===== src/hdl/psm_pkg.sv =====
// Package of constants and types for the processor state and mode control
package psm_pkg;
  localparam int unsigned ADDR_W = 32;
  localparam int unsigned STAT_W = 32;
  localparam logic [31:0] RESET_VECTOR = 32'ha0000000;
  localparam int unsigned MODE_BIT_POS = 30;
  localparam logic [31:0] STATUS_RESET = 32'h700000f0;
  localparam logic [31:0] VBR_RESET = 32'h00000000;
  localparam logic [31:0] FETCH_STEP = 32'h00000002;
  localparam logic [31:0] PC_RESET = 32'h00000000;
  localparam logic [31:0] SAVE_RESET = 32'h00000000;
  localparam logic [1:0] PD_SLEEP = 2'h0;
  localparam logic [1:0] PD_STANDBY = 2'h1;
  localparam logic [1:0] PD_HW_STANDBY = 2'h2;
  localparam logic [1:0] PD_NONE = 2'h3;

  typedef enum logic [4:0] {
    ST_RESET = 5'h01,
    ST_EXCEPTION = 5'h02,
    ST_EXECUTE = 5'h04,
    ST_POWER_DOWN = 5'h08,
    ST_BUS_RELEASED = 5'h10
  } proc_state_t;

  typedef enum logic [1:0] {
    EXC_NONE = 2'h0,
    EXC_RESET = 2'h1,
    EXC_GENERAL = 2'h2
  } exc_kind_t;
endpackage : psm_pkg


===== src/hdl/psm_ctx_if.sv =====
// Interface carrying context save requests to the context store
`timescale 1ns/1ps
interface psm_ctx_if;
  logic save;
  logic [31:0] pc_in;
  logic [31:0] status_in;
  logic [31:0] saved_pc;
  logic [31:0] saved_status;
  modport ctl (output save, output pc_in, output status_in,
               input saved_pc, input saved_status);
  modport store (input save, input pc_in, input status_in,
                 output saved_pc, output saved_status);
endinterface : psm_ctx_if


===== src/hdl/psm_ctx_store.sv =====
// Saved program counter and saved status register pair
`timescale 1ns/1ps
module psm_ctx_store (
  input wire logic core_clk,
  input wire logic init,
  psm_ctx_if.store ctx
);
  import psm_pkg::*;
  logic [31:0] ipsave_q, ipsave_d, stsave_q, stsave_d;

  // Capture context on save; cleared on any CPU reset
  always_comb begin
    ipsave_d = ipsave_q;
    stsave_d = stsave_q;
    if (init) begin
      ipsave_d = SAVE_RESET;
      stsave_d = SAVE_RESET;
    end else if (ctx.save) begin
      ipsave_d = ctx.pc_in;
      stsave_d = ctx.status_in;
    end
  end

  always_ff @(posedge core_clk) begin
    ipsave_q <= ipsave_d;
    stsave_q <= stsave_d;
  end

  assign ctx.saved_pc = ipsave_q;
  assign ctx.saved_status = stsave_q;
endmodule // psm_ctx_store


===== src/hdl/psm_bsc_keep.sv =====
// External bus controller settings, kept through manual reset
`timescale 1ns/1ps
module psm_busctl_keep #(
  parameter int unsigned CFG_W = 16
) (
  input wire logic core_clk,
  input wire logic por,
  input wire logic cfg_we,
  input wire logic [CFG_W-1:0] cfg_wdata,
  output logic [CFG_W-1:0] cfg_q
);
  logic [CFG_W-1:0] cfg_d;

  // Only power-on reset clears; refresh settings survive manual reset
  always_comb begin
    cfg_d = cfg_q;
    if (por) begin
      cfg_d = '0;
    end else if (cfg_we) begin
      cfg_d = cfg_wdata;
    end
  end

  always_ff @(posedge core_clk) begin
    cfg_q <= cfg_d;
  end
endmodule // psm_busctl_keep


===== src/hdl/processor_state_mode_control.sv =====
// Processor state, reset kind and privilege mode controller
`timescale 1ns/1ps
// Summary of operation
// - Low reset pin enters reset; bus request high means power-on else manual.
// - Power-on reset initializes CPU state and all module registers.
// - Manual reset initializes all but the bus controller settings.
// - Leaving reset loads the program counter with the reset vector.
// - Exceptions and interrupts save program counter and status word.
// - Then the program counter becomes vector base plus vector offset.
// - Exception handling is transient and passes on to execution.
// - In execution instructions are fetched one after another.
// - Sleep instruction or hardware standby pin enters power-down.
// - Power-down has sleep, standby and hardware standby modes.
// - A bus request releases the bus until it is handed back.
// - The mode bit selects user mode at 0 and privileged mode at 1.
// - Entering reset or exception handling sets the mode bit.
// - Returning from an exception (exc_return) clears the mode bit.
// - Privileged registers are only accessible in privileged mode.
module processor_state_mode_control #(
  parameter int unsigned CFG_W = 16
) (
  input wire logic core_clk,
  input wire logic resetn,
  input wire logic bus_request_pin,
  input wire logic hardware_standby_pin,
  input wire logic sleep_exec,
  input wire logic standby_select,
  input wire logic exc_req,
  input wire logic [31:0] exc_offset,
  input wire logic exc_return,
  input wire logic wakeup,
  input wire logic priv_access,
  input wire logic vbr_we,
  input wire logic [31:0] vbr_wdata,
  input wire logic busctl_we,
  input wire logic [CFG_W-1:0] busctl_wdata,
  output psm_pkg::proc_state_t state,
  output logic [31:0] instruction_pointer,
  output logic [31:0] status_word,
  output logic [31:0] saved_pc_register,
  output logic [31:0] saved_status_register,
  output logic privilege_mode_bit,
  output logic [1:0] power_down_mode,
  output logic bus_grant,
  output logic last_reset_por,
  output logic priv_violation,
  output logic [CFG_W-1:0] busctl_cfg
);
  import psm_pkg::*;

  // Controller state
  proc_state_t st_q;
  proc_state_t st_d;
  // Program counter
  logic [31:0] ip_q;
  logic [31:0] ip_d;
  // Status word holding the privilege mode bit
  logic [31:0] stat_q;
  logic [31:0] stat_d;
  // Vector base
  logic [31:0] vbase_q;
  logic [31:0] vbase_d;
  // Power-down mode
  logic [1:0] pdm_q;
  logic [1:0] pdm_d;
  // Bus grant towards the requesting master
  logic gnt_q;
  logic gnt_d;
  // Kind of the last reset
  logic por_kind_q;
  logic por_kind_d;
  // One-cycle privilege violation pulse
  logic viol_q;
  logic viol_d;
  // Reset decode
  logic in_reset;
  logic por_now;
  logic init;
  // Events taken in execute, highest priority first
  logic in_exec;
  logic go_bus;
  logic go_exc;
  logic go_hws;
  logic go_sleep;
  logic go_ret;
  logic go_fetch;
  // Mode, wake and vector decode
  logic user_mode;
  logic wake_ok;
  logic [31:0] vec_target;
  // Context read back from the store
  logic [31:0] saved_ip_w;
  logic [31:0] saved_stat_w;

  psm_ctx_if ctx ();

  // Reset kind decode from the bus request pin
  assign in_reset = !resetn;
  assign por_now = in_reset && bus_request_pin;
  assign init = in_reset;

  // Execute-state events; only one is taken per cycle
  assign in_exec = st_q == ST_EXECUTE;
  assign go_bus = in_exec && bus_request_pin;
  assign go_exc = in_exec && !bus_request_pin && exc_req;
  assign go_hws = in_exec && !bus_request_pin && !exc_req &&
    hardware_standby_pin;
  assign go_sleep = in_exec && !bus_request_pin && !exc_req &&
    !hardware_standby_pin && sleep_exec;
  assign go_ret = in_exec && !bus_request_pin && !exc_req &&
    !hardware_standby_pin && !sleep_exec && exc_return;
  assign go_fetch = in_exec && !bus_request_pin && !exc_req &&
    !hardware_standby_pin && !sleep_exec && !exc_return;

  // Privilege level, wake condition and vector target
  assign user_mode = !stat_q[MODE_BIT_POS];
  assign wake_ok = (pdm_q == PD_HW_STANDBY) ? !hardware_standby_pin :
    (wakeup || exc_req);
  assign vec_target = vbase_q + exc_offset;

  // Saved program counter and status pair
  psm_ctx_store u_ctx (
    .core_clk(core_clk),
    .init(init),
    .ctx(ctx)
  );

  // Bus controller settings, cleared by power-on reset only
  psm_busctl_keep #(.CFG_W(CFG_W)) u_busctl (
    .core_clk(core_clk),
    .por(por_now),
    .cfg_we(busctl_we && !in_reset),
    .cfg_wdata(busctl_wdata),
    .cfg_q(busctl_cfg)
  );

  // Context save request towards the store
  assign ctx.save = go_exc;
  assign ctx.pc_in = ip_q;
  assign ctx.status_in = stat_q;
  assign saved_ip_w = ctx.saved_pc;
  assign saved_stat_w = ctx.saved_status;

  // Next processor state
  always_comb begin
    st_d = st_q;
    if (in_reset) begin
      st_d = ST_RESET;
    end else begin
      unique case (st_q)
        ST_RESET: begin
          st_d = ST_EXCEPTION;
        end
        ST_EXCEPTION: begin
          st_d = ST_EXECUTE;
        end
        ST_EXECUTE: begin
          if (go_bus) begin
            st_d = ST_BUS_RELEASED;
          end else if (go_exc) begin
            st_d = ST_EXCEPTION;
          end else if (go_hws || go_sleep) begin
            st_d = ST_POWER_DOWN;
          end
        end
        ST_POWER_DOWN: begin
          if (wake_ok) begin
            st_d = ST_EXECUTE;
          end
        end
        ST_BUS_RELEASED: begin
          if (!bus_request_pin) begin
            st_d = ST_EXECUTE;
          end
        end
        default: begin
          st_d = ST_RESET;
        end
      endcase
    end
  end

  // State register
  always_ff @(posedge core_clk) begin
    st_q <= st_d;
  end

  // Program counter: reset vector, exception vector, return or sequential fetch
  always_comb begin
    ip_d = ip_q;
    if (in_reset) begin
      ip_d = PC_RESET;
    end else if (st_q == ST_RESET) begin
      ip_d = RESET_VECTOR;
    end else if (go_exc) begin
      ip_d = vec_target;
    end else if (go_ret) begin
      ip_d = saved_ip_w;
    end else if (go_fetch) begin
      ip_d = ip_q + FETCH_STEP;
    end
  end

  // Program counter register
  always_ff @(posedge core_clk) begin
    ip_q <= ip_d;
  end

  // Status word: mode set on reset and exception, cleared on return
  always_comb begin
    stat_d = stat_q;
    if (in_reset) begin
      stat_d = STATUS_RESET;
      stat_d[MODE_BIT_POS] = 1'b1;
    end else if (st_q == ST_RESET || go_exc) begin
      stat_d[MODE_BIT_POS] = 1'b1;
    end else if (go_ret) begin
      stat_d = saved_stat_w;
      stat_d[MODE_BIT_POS] = 1'b0;
    end
  end

  // Status word register
  always_ff @(posedge core_clk) begin
    stat_q <= stat_d;
  end

  // Vector base, writable in privileged mode only
  always_comb begin
    vbase_d = vbase_q;
    if (in_reset) begin
      vbase_d = VBR_RESET;
    end else if (in_exec && vbr_we && !user_mode) begin
      vbase_d = vbr_wdata;
    end
  end

  // Vector base register
  always_ff @(posedge core_clk) begin
    vbase_q <= vbase_d;
  end

  // Power-down mode select and release
  always_comb begin
    pdm_d = pdm_q;
    if (in_reset) begin
      pdm_d = PD_NONE;
    end else if (go_hws) begin
      pdm_d = PD_HW_STANDBY;
    end else if (go_sleep) begin
      pdm_d = standby_select ? PD_STANDBY : PD_SLEEP;
    end else if (st_q == ST_POWER_DOWN && wake_ok) begin
      pdm_d = PD_NONE;
    end
  end

  // Power-down mode register
  always_ff @(posedge core_clk) begin
    pdm_q <= pdm_d;
  end

  // Grant held while the master keeps its request up
  always_comb begin
    gnt_d = 1'b0;
    if (!in_reset) begin
      if (go_bus) begin
        gnt_d = 1'b1;
      end else if (st_q == ST_BUS_RELEASED) begin
        gnt_d = bus_request_pin;
      end
    end
  end

  // Bus grant register
  always_ff @(posedge core_clk) begin
    gnt_q <= gnt_d;
  end

  // Reset kind, taken from the request pin during reset
  always_comb begin
    por_kind_d = por_kind_q;
    if (in_reset) begin
      por_kind_d = bus_request_pin;
    end
  end

  // Reset kind register
  always_ff @(posedge core_clk) begin
    por_kind_q <= por_kind_d;
  end

  // Privileged access attempted from user mode
  always_comb begin
    viol_d = 1'b0;
    if (!in_reset && in_exec && user_mode) begin
      if (vbr_we || priv_access) begin
        viol_d = 1'b1;
      end
    end
  end

  // Violation pulse register
  always_ff @(posedge core_clk) begin
    viol_q <= viol_d;
  end

  // Outputs straight from flip-flops
  assign state = st_q;
  assign instruction_pointer = ip_q;
  assign status_word = stat_q;
  assign privilege_mode_bit = stat_q[MODE_BIT_POS];
  assign power_down_mode = pdm_q;
  assign bus_grant = gnt_q;
  assign last_reset_por = por_kind_q;
  assign priv_violation = viol_q;
  assign saved_pc_register = saved_ip_w;
  assign saved_status_register = saved_stat_w;
endmodule // processor_state_mode_control


===== config.mk =====
export PLATFORM = sky130hd
export DESIGN_NAME = processor_state_mode_control
export DESIGN_NICKNAME = d
export VERILOG_FILES = /design/src/hdl/psm_pkg.sv /design/src/hdl/psm_ctx_if.sv /design/src/hdl/psm_ctx_store.sv /design/src/hdl/psm_bsc_keep.sv /design/src/hdl/processor_state_mode_control.sv
export SDC_FILE = /design/constraint.sdc
export NUM_CORES = 1
export LEC_CHECK = 0
export ABC_CLOCK_PERIOD_IN_PS = 4350
export BUFFER_PORTS_ARGS = -buffer_cell sky130_fd_sc_hd__buf_4
export CELL_PAD_IN_SITES_DETAIL_PLACEMENT = 1
export CELL_PAD_IN_SITES_GLOBAL_PLACEMENT = 1
export CORE_UTILIZATION = 38
export CTS_CLUSTER_DIAMETER = 50
export DETAILED_ROUTE_END_ITERATION = 6
export GPL_TIMING_DRIVEN = 1
export PLACE_DENSITY = 0.87
export SYNTH_ARGS = -nofsm -noshare
export SYNTH_HDL_FRONTEND = slang
export SYNTH_SLANG_ARGS = --single-unit

===== constraint.sdc =====
create_clock -name core_clk -period 4.35 [get_ports core_clk]
set_input_delay 0.87 -clock core_clk [delete_from_list [all_inputs] [get_ports core_clk]]
set_output_delay 0.87 -clock core_clk [all_outputs]
set_load 0.02 [all_outputs]

-- Yosys cells after proc, flatten, opt, wreduce, memory -nomap -nowiden
Index checks and enable logic that the tools add are counted.
- $add $sub $neg: 2
- equality and inequality tests: 9
- muxes and demuxes: 18
- bitwise gates (word level): 2
- reductions and logical operators: 37
- operator list (kind ; number):
    $mux 32 ; 4
    $add 32x2->32 const B ; 1
    $add 32x32->32 ; 1
    $mux 5 ; 5
    $pmux 5 s5 ; 1
    $logic_and 1x1->1 ; 17
    $logic_not 1->1 ; 7
    $mux 1 ; 6
    $reduce_bool 3->1 ; 2
    $reduce_or 2->1 ; 3
    $eq 5x1->1 const B ; 1
    $eq 5x2->1 const B ; 1
    $eq 5x3->1 const B ; 1
    $eq 5x4->1 const B ; 1
    $eq 5x5->1 const B ; 1
    $logic_or 1x1->1 ; 4
    $mux 2 ; 2
    $ne 2x2->1 const B ; 2
    $ne 4x1->1 const B ; 1
    $reduce_bool 4->1 ; 1
    $reduce_and 3->1 ; 1
    $eq 2x2->1 const B ; 1
    $not 1->1 ; 2
    $reduce_and 2->1 ; 1
    $reduce_bool 2->1 ; 1
- bits in registers: 186
- bits of input ports: 92
- word-level logic and storage cells: 82

-- Depth between registers and ports, before layout
- depth after elaboration: 10
- depth in mapped cells: 12
- gate-level depth less buffers: 12

-- Hierarchy
From an unflattened synthesis, not the netlist that was laid out.
- cells, all modules: 1189
- area total of the unflattened synthesis: 9850.7 um^2
- by module, submodules not included (module ; instances ; cells each ; area an instance (um^2) ; sequential area each (um^2)):
    processor_state_mode_control ; 1 ; 931 ; 6979.2 ; 2132.0
    psm_ctx_store ; 1 ; 206 ; 2290.9 ; 1281.2
    psm_busctl_keep ; 1 ; 52 ; 580.6 ; 320.3

-- Least setup slack after synthesis
OpenSTA, ideal clock, no wires.
- kind: input to register
- start point: in exc_offset[0]
- end point: reg ip_q[28] (netlist: instruction_pointer[28])
- library setup time: 131 ps
- arrival: 3148 ps
- required time: 4219 ps
- slack: 1071 ps
- stages on the path: 12
- buffers on the path: 0
- cell sequence: ha_1 inv_1 fa_1 nand2b_1 a21oi_1 a2111oi_0 o31ai_1 a21oi_1 o21a_1 o41ai_1 xnor2_1 o22ai_1
- word-level cells in the longest chain between the ends: 2
- RTL lines (element ; RTL line ; text):
    start: declaration ; processor_state_mode_control.sv:29 ; input wire logic [31:0] exc_offset,
    $add 32x32->32 ; processor_state_mode_control.sv:119 ; assign vec_target = vbase_q + exc_offset;
    $mux 32 ; processor_state_mode_control.sv:195 ; end else if (go_exc) begin
    end signal: assignment ; processor_state_mode_control.sv:206 ; ip_q <= ip_d;
    end: declaration ; processor_state_mode_control.sv:55 ; logic [31:0] ip_q;
No other way between the ends.
A chain may end at the register's enable or synchronous reset.

-- Final worst setup path
- start point: reg st_q[2] (netlist: state[2])
- end point: reg ip_q[6] (netlist: instruction_pointer[6])
- word-level cells in the longest chain between the ends: 8
- RTL lines (element ; RTL line ; text):
    start: declaration ; processor_state_mode_control.sv:52 ; proc_state_t st_q;
    start signal: assignment ; processor_state_mode_control.sv:185 ; st_q <= st_d;
    $eq 5x3->1 ; processor_state_mode_control.sv:103 ; assign in_exec = st_q == ST_EXECUTE;
    $logic_and 1x1->1 ; processor_state_mode_control.sv:105, processor_state_mode_control.sv:110, processor_state_mode_control.sv:112 ;
    $logic_and 1x1->1 (2 in a row) ; processor_state_mode_control.sv:110, processor_state_mode_control.sv:112 ;
    $logic_and 1x1->1 ; processor_state_mode_control.sv:111, processor_state_mode_control.sv:113 ;
    $logic_and 1x1->1 ; processor_state_mode_control.sv:111 ; !hardware_standby_pin && !sleep_exec && exc_return;
    $mux 32 ; processor_state_mode_control.sv:197 ; end else if (go_ret) begin
    $mux 32 ; processor_state_mode_control.sv:195 ;
Parallel ways exist; a longest one is shown, timed or not.

==> impl_metrics.ini <==
[synthesis]
netlist_area_mm2 = 0.00940
synth_flop_cell = dfxtp_1
synthTopCellsByCount = nand2_1 (349), a21oi_1 (207), dfxtp_1 (185)
syn_area_per_cell_um2 = 7.51
syn_inst = 1252
synthesis.nets = 1377
synth_edf_count = 1
ys_seq_area_frac = 0.397
synth_top_area_frac = 0.394
async_flop_share = 0
yosysMostFrequentCell = nand2_1
synth-seq-cells = 186
ys_types = 73
synth_warnings = 0
synth_top_area_cell = dfxtp_1
yosys-top-cells-area = dfxtp_1 (39%), nand2_1 (14%), a21oi_1 (11%)

[global_routing]
track_usage = 0.254
grt_overflow = 0
antenna_found_initial = 0
grt_max_degree = 73
grt_pass1_vias = 9822
grt_pass1_wl_um = 52100

[place]
place.gp.congestion = 0.879
dpl_cell_area_mm2 = 0.0114
port_buffers = 246
dp_hpwl_um = 23300

[route]
wl_per_cell_um = 18.2
vias = 9747
ant_nets = 0
drc_errors = 0
drt_iter0_drc = 506
routed_wirelength_um = 32400
drtPass1Iterations = 4
routed_via_density = 5.47

[layout]
fin_util = 0.492
syn2layout_area_growth_pct = 27.4
final_area_mm2 = 0.0120
fillers = 3032
ff_latch_area_mm2 = 0.00373
n_antenna_cell = 0
fin_nets = 1572
drive_above_1_share = 0.208
multi_input_area_mm2 = 0.00524

[cts]
worst_skew_pair.late_latency_ns = 0.44
clockBufferDepth = 2
cts_setup_buffers = 0
cts.sinks = 186
holdBufCountCts = 0
clkTransAtPathRegs_ns = 0.07
cts_root_buf = clkbuf_16
tritoncts = done
post_cts_resized = 0
htreeDepth = 4
cts_buffers = 17

[setup_path]
cp-end-kind = flip-flop
crit_start = state[2]
worstPathRequired_ns = 4.61
startpoint_type = flip-flop
path_class = reg -> reg
worstReg2RegStart = state[2]
cp_max_fo = 54
arrival_ns = 3.91

[timing]
final.min_clock_period_ns = 3.64
hold_viol_final = 0
fin_setup_tns_ns = 0
tightest_slew_ns = 1.05
final-setup-viol-count = 0
rsz0062_at_grt = false
fin_skew_ns = 0.0100
final.period_utilization = 0.838
slew_viol_final = 0
maxClockFrequency_mhz = 274
max-slew-margin-rel = 0.296

[power]
p_per_area_mw_per_mm2 = 312
peakVddDrop_mv = 0.235
power.total_w = 0.00373
power_leakage_nw = 4.81

[die]
initial_utilization = 0.387
pin_count = 247
die_y_um = 159
rows = 57
core_mm2 = 0.0243
fp.dieW_um = 159
die_area_mm2 = 0.0254

[flow_run]
drv_cap = 0

[min_path]
hp-class = reg -> reg
hold_start = u_busctl.cfg_q[3]

[outcome]
outcome = finished clean
[power by group]
group | switching [W] | internal, W | leakage (nW)
combinational | 0.000203 | 0.000145 | 3.02
clock | 0.000710 | 0.000923 | 0.287
sequential | 0.0000250 | 0.00173 | 1.50
[through the flow]
| step | instances | hold WS [ns] | setup slack (ns) |
|---|---|---|---|
| 5_1_grt | 1783 | 0.485 | 0.547 |
| 2_1_floorplan | 1252 | 0.440 | 1.07 |
| 4_1_cts | 1783 | 0.465 | 0.691 |
| 6_report | 1783 | 0.461 | 0.707 |
| 3_3_place_gp | 1752 | 0.443 | 0.580 |
| 3_5_place_dp | 1752 | 0.455 | 0.529 |
[flip-flops by register name, summed over array words and instances, names as in the netlist, named ones only]
| register | flops |
|---|---|
| state | 5 |
| instruction_pointer | 31 |
| bus_grant | 1 |
| vbase_q | 32 |
| status_word | 32 |
| u_ctx.ctx.saved_pc | 32 |
| power_down_mode | 2 |
| u_busctl.cfg_q | 16 |
| last_reset_por | 1 |
| u_ctx.ctx.saved_status | 32 |
| priv_violation | 1 |
[layer usage]
metal,GRT usage,wire [um],vias to the layer above
li1,-,-,4729
met1,0.324,14500,4680
met2,0.434,15600,290
met3,0.0414,1510,48
met4,0.0883,716,0
met5,0,0,-
[cell families (layout without fill, tap and decap cells)]
kind of cell | count (synthesis) | in the layout | synth area share
adders and majority gates | 33 | 33 | 0.0447
DFF | 186 | 186 | 0.397
xor gates and xnor gates | 44 | 44 | 0.0410
buffers and inverters | 94 | 301 | 0.0459
AOI/OAI and AO/OA | 363 | 363 | 0.224
and+or+nand+nor | 530 | 530 | 0.245
muxes | 2 | 2 | 0.00213
[placed cells by master (no fill, tap or decap), drive strengths merged, types with 4 or more instances in the layout]
cell type and n:
o211ai 7, dfxtp 185, nand4 11, o31ai 10
inv 15, xnor2 21, nand2 350, clkinvlp 4
and3 14, nor2 61, nand2b 10, a211oi 17
a21oi 207, a31oi 14, clkbuf 18, a21o 13
o21ai 51, nand3 26, buf 258, o21bai 7
nor3 19, o221ai 5, a221oi 4, nor2b 5
and2 8, xor2 23, nor4 7, ha 32
and4 4
[final timing paths]
check | end | slack (ns) | cells after the start
worst max-delay path | instruction_pointer[6] | 0.71 | 8
worst min-delay path | u_busctl.cfg_q[3] | 0.46 | 2
worst max register to register | instruction_pointer[6] | 0.71 | 8
worst min register to register | u_busctl.cfg_q[3] | 0.46 | 2
[critical path, stage by stage (launching register included)]
cell and delay (ns):
dfxtp_1 0.57, or3b_1 0.45, or4_1 0.67, nor2_8 0.25, nand3_4 0.58, nor2_1 0.34, a211oi_1 0.09, a311oi_1 0.39
nor3_1 0.13
[cell type report]
cell class                 count  area share
clock inverter                13      0.0141
sequential                   186       0.312
multi-input combinational    972       0.438
tap                          324      0.0339
inverter                      12     0.00397
clock buffer                  18      0.0367
timing repair buffer         258       0.162
Note: power is estimated with default switching activity, not from simulation.
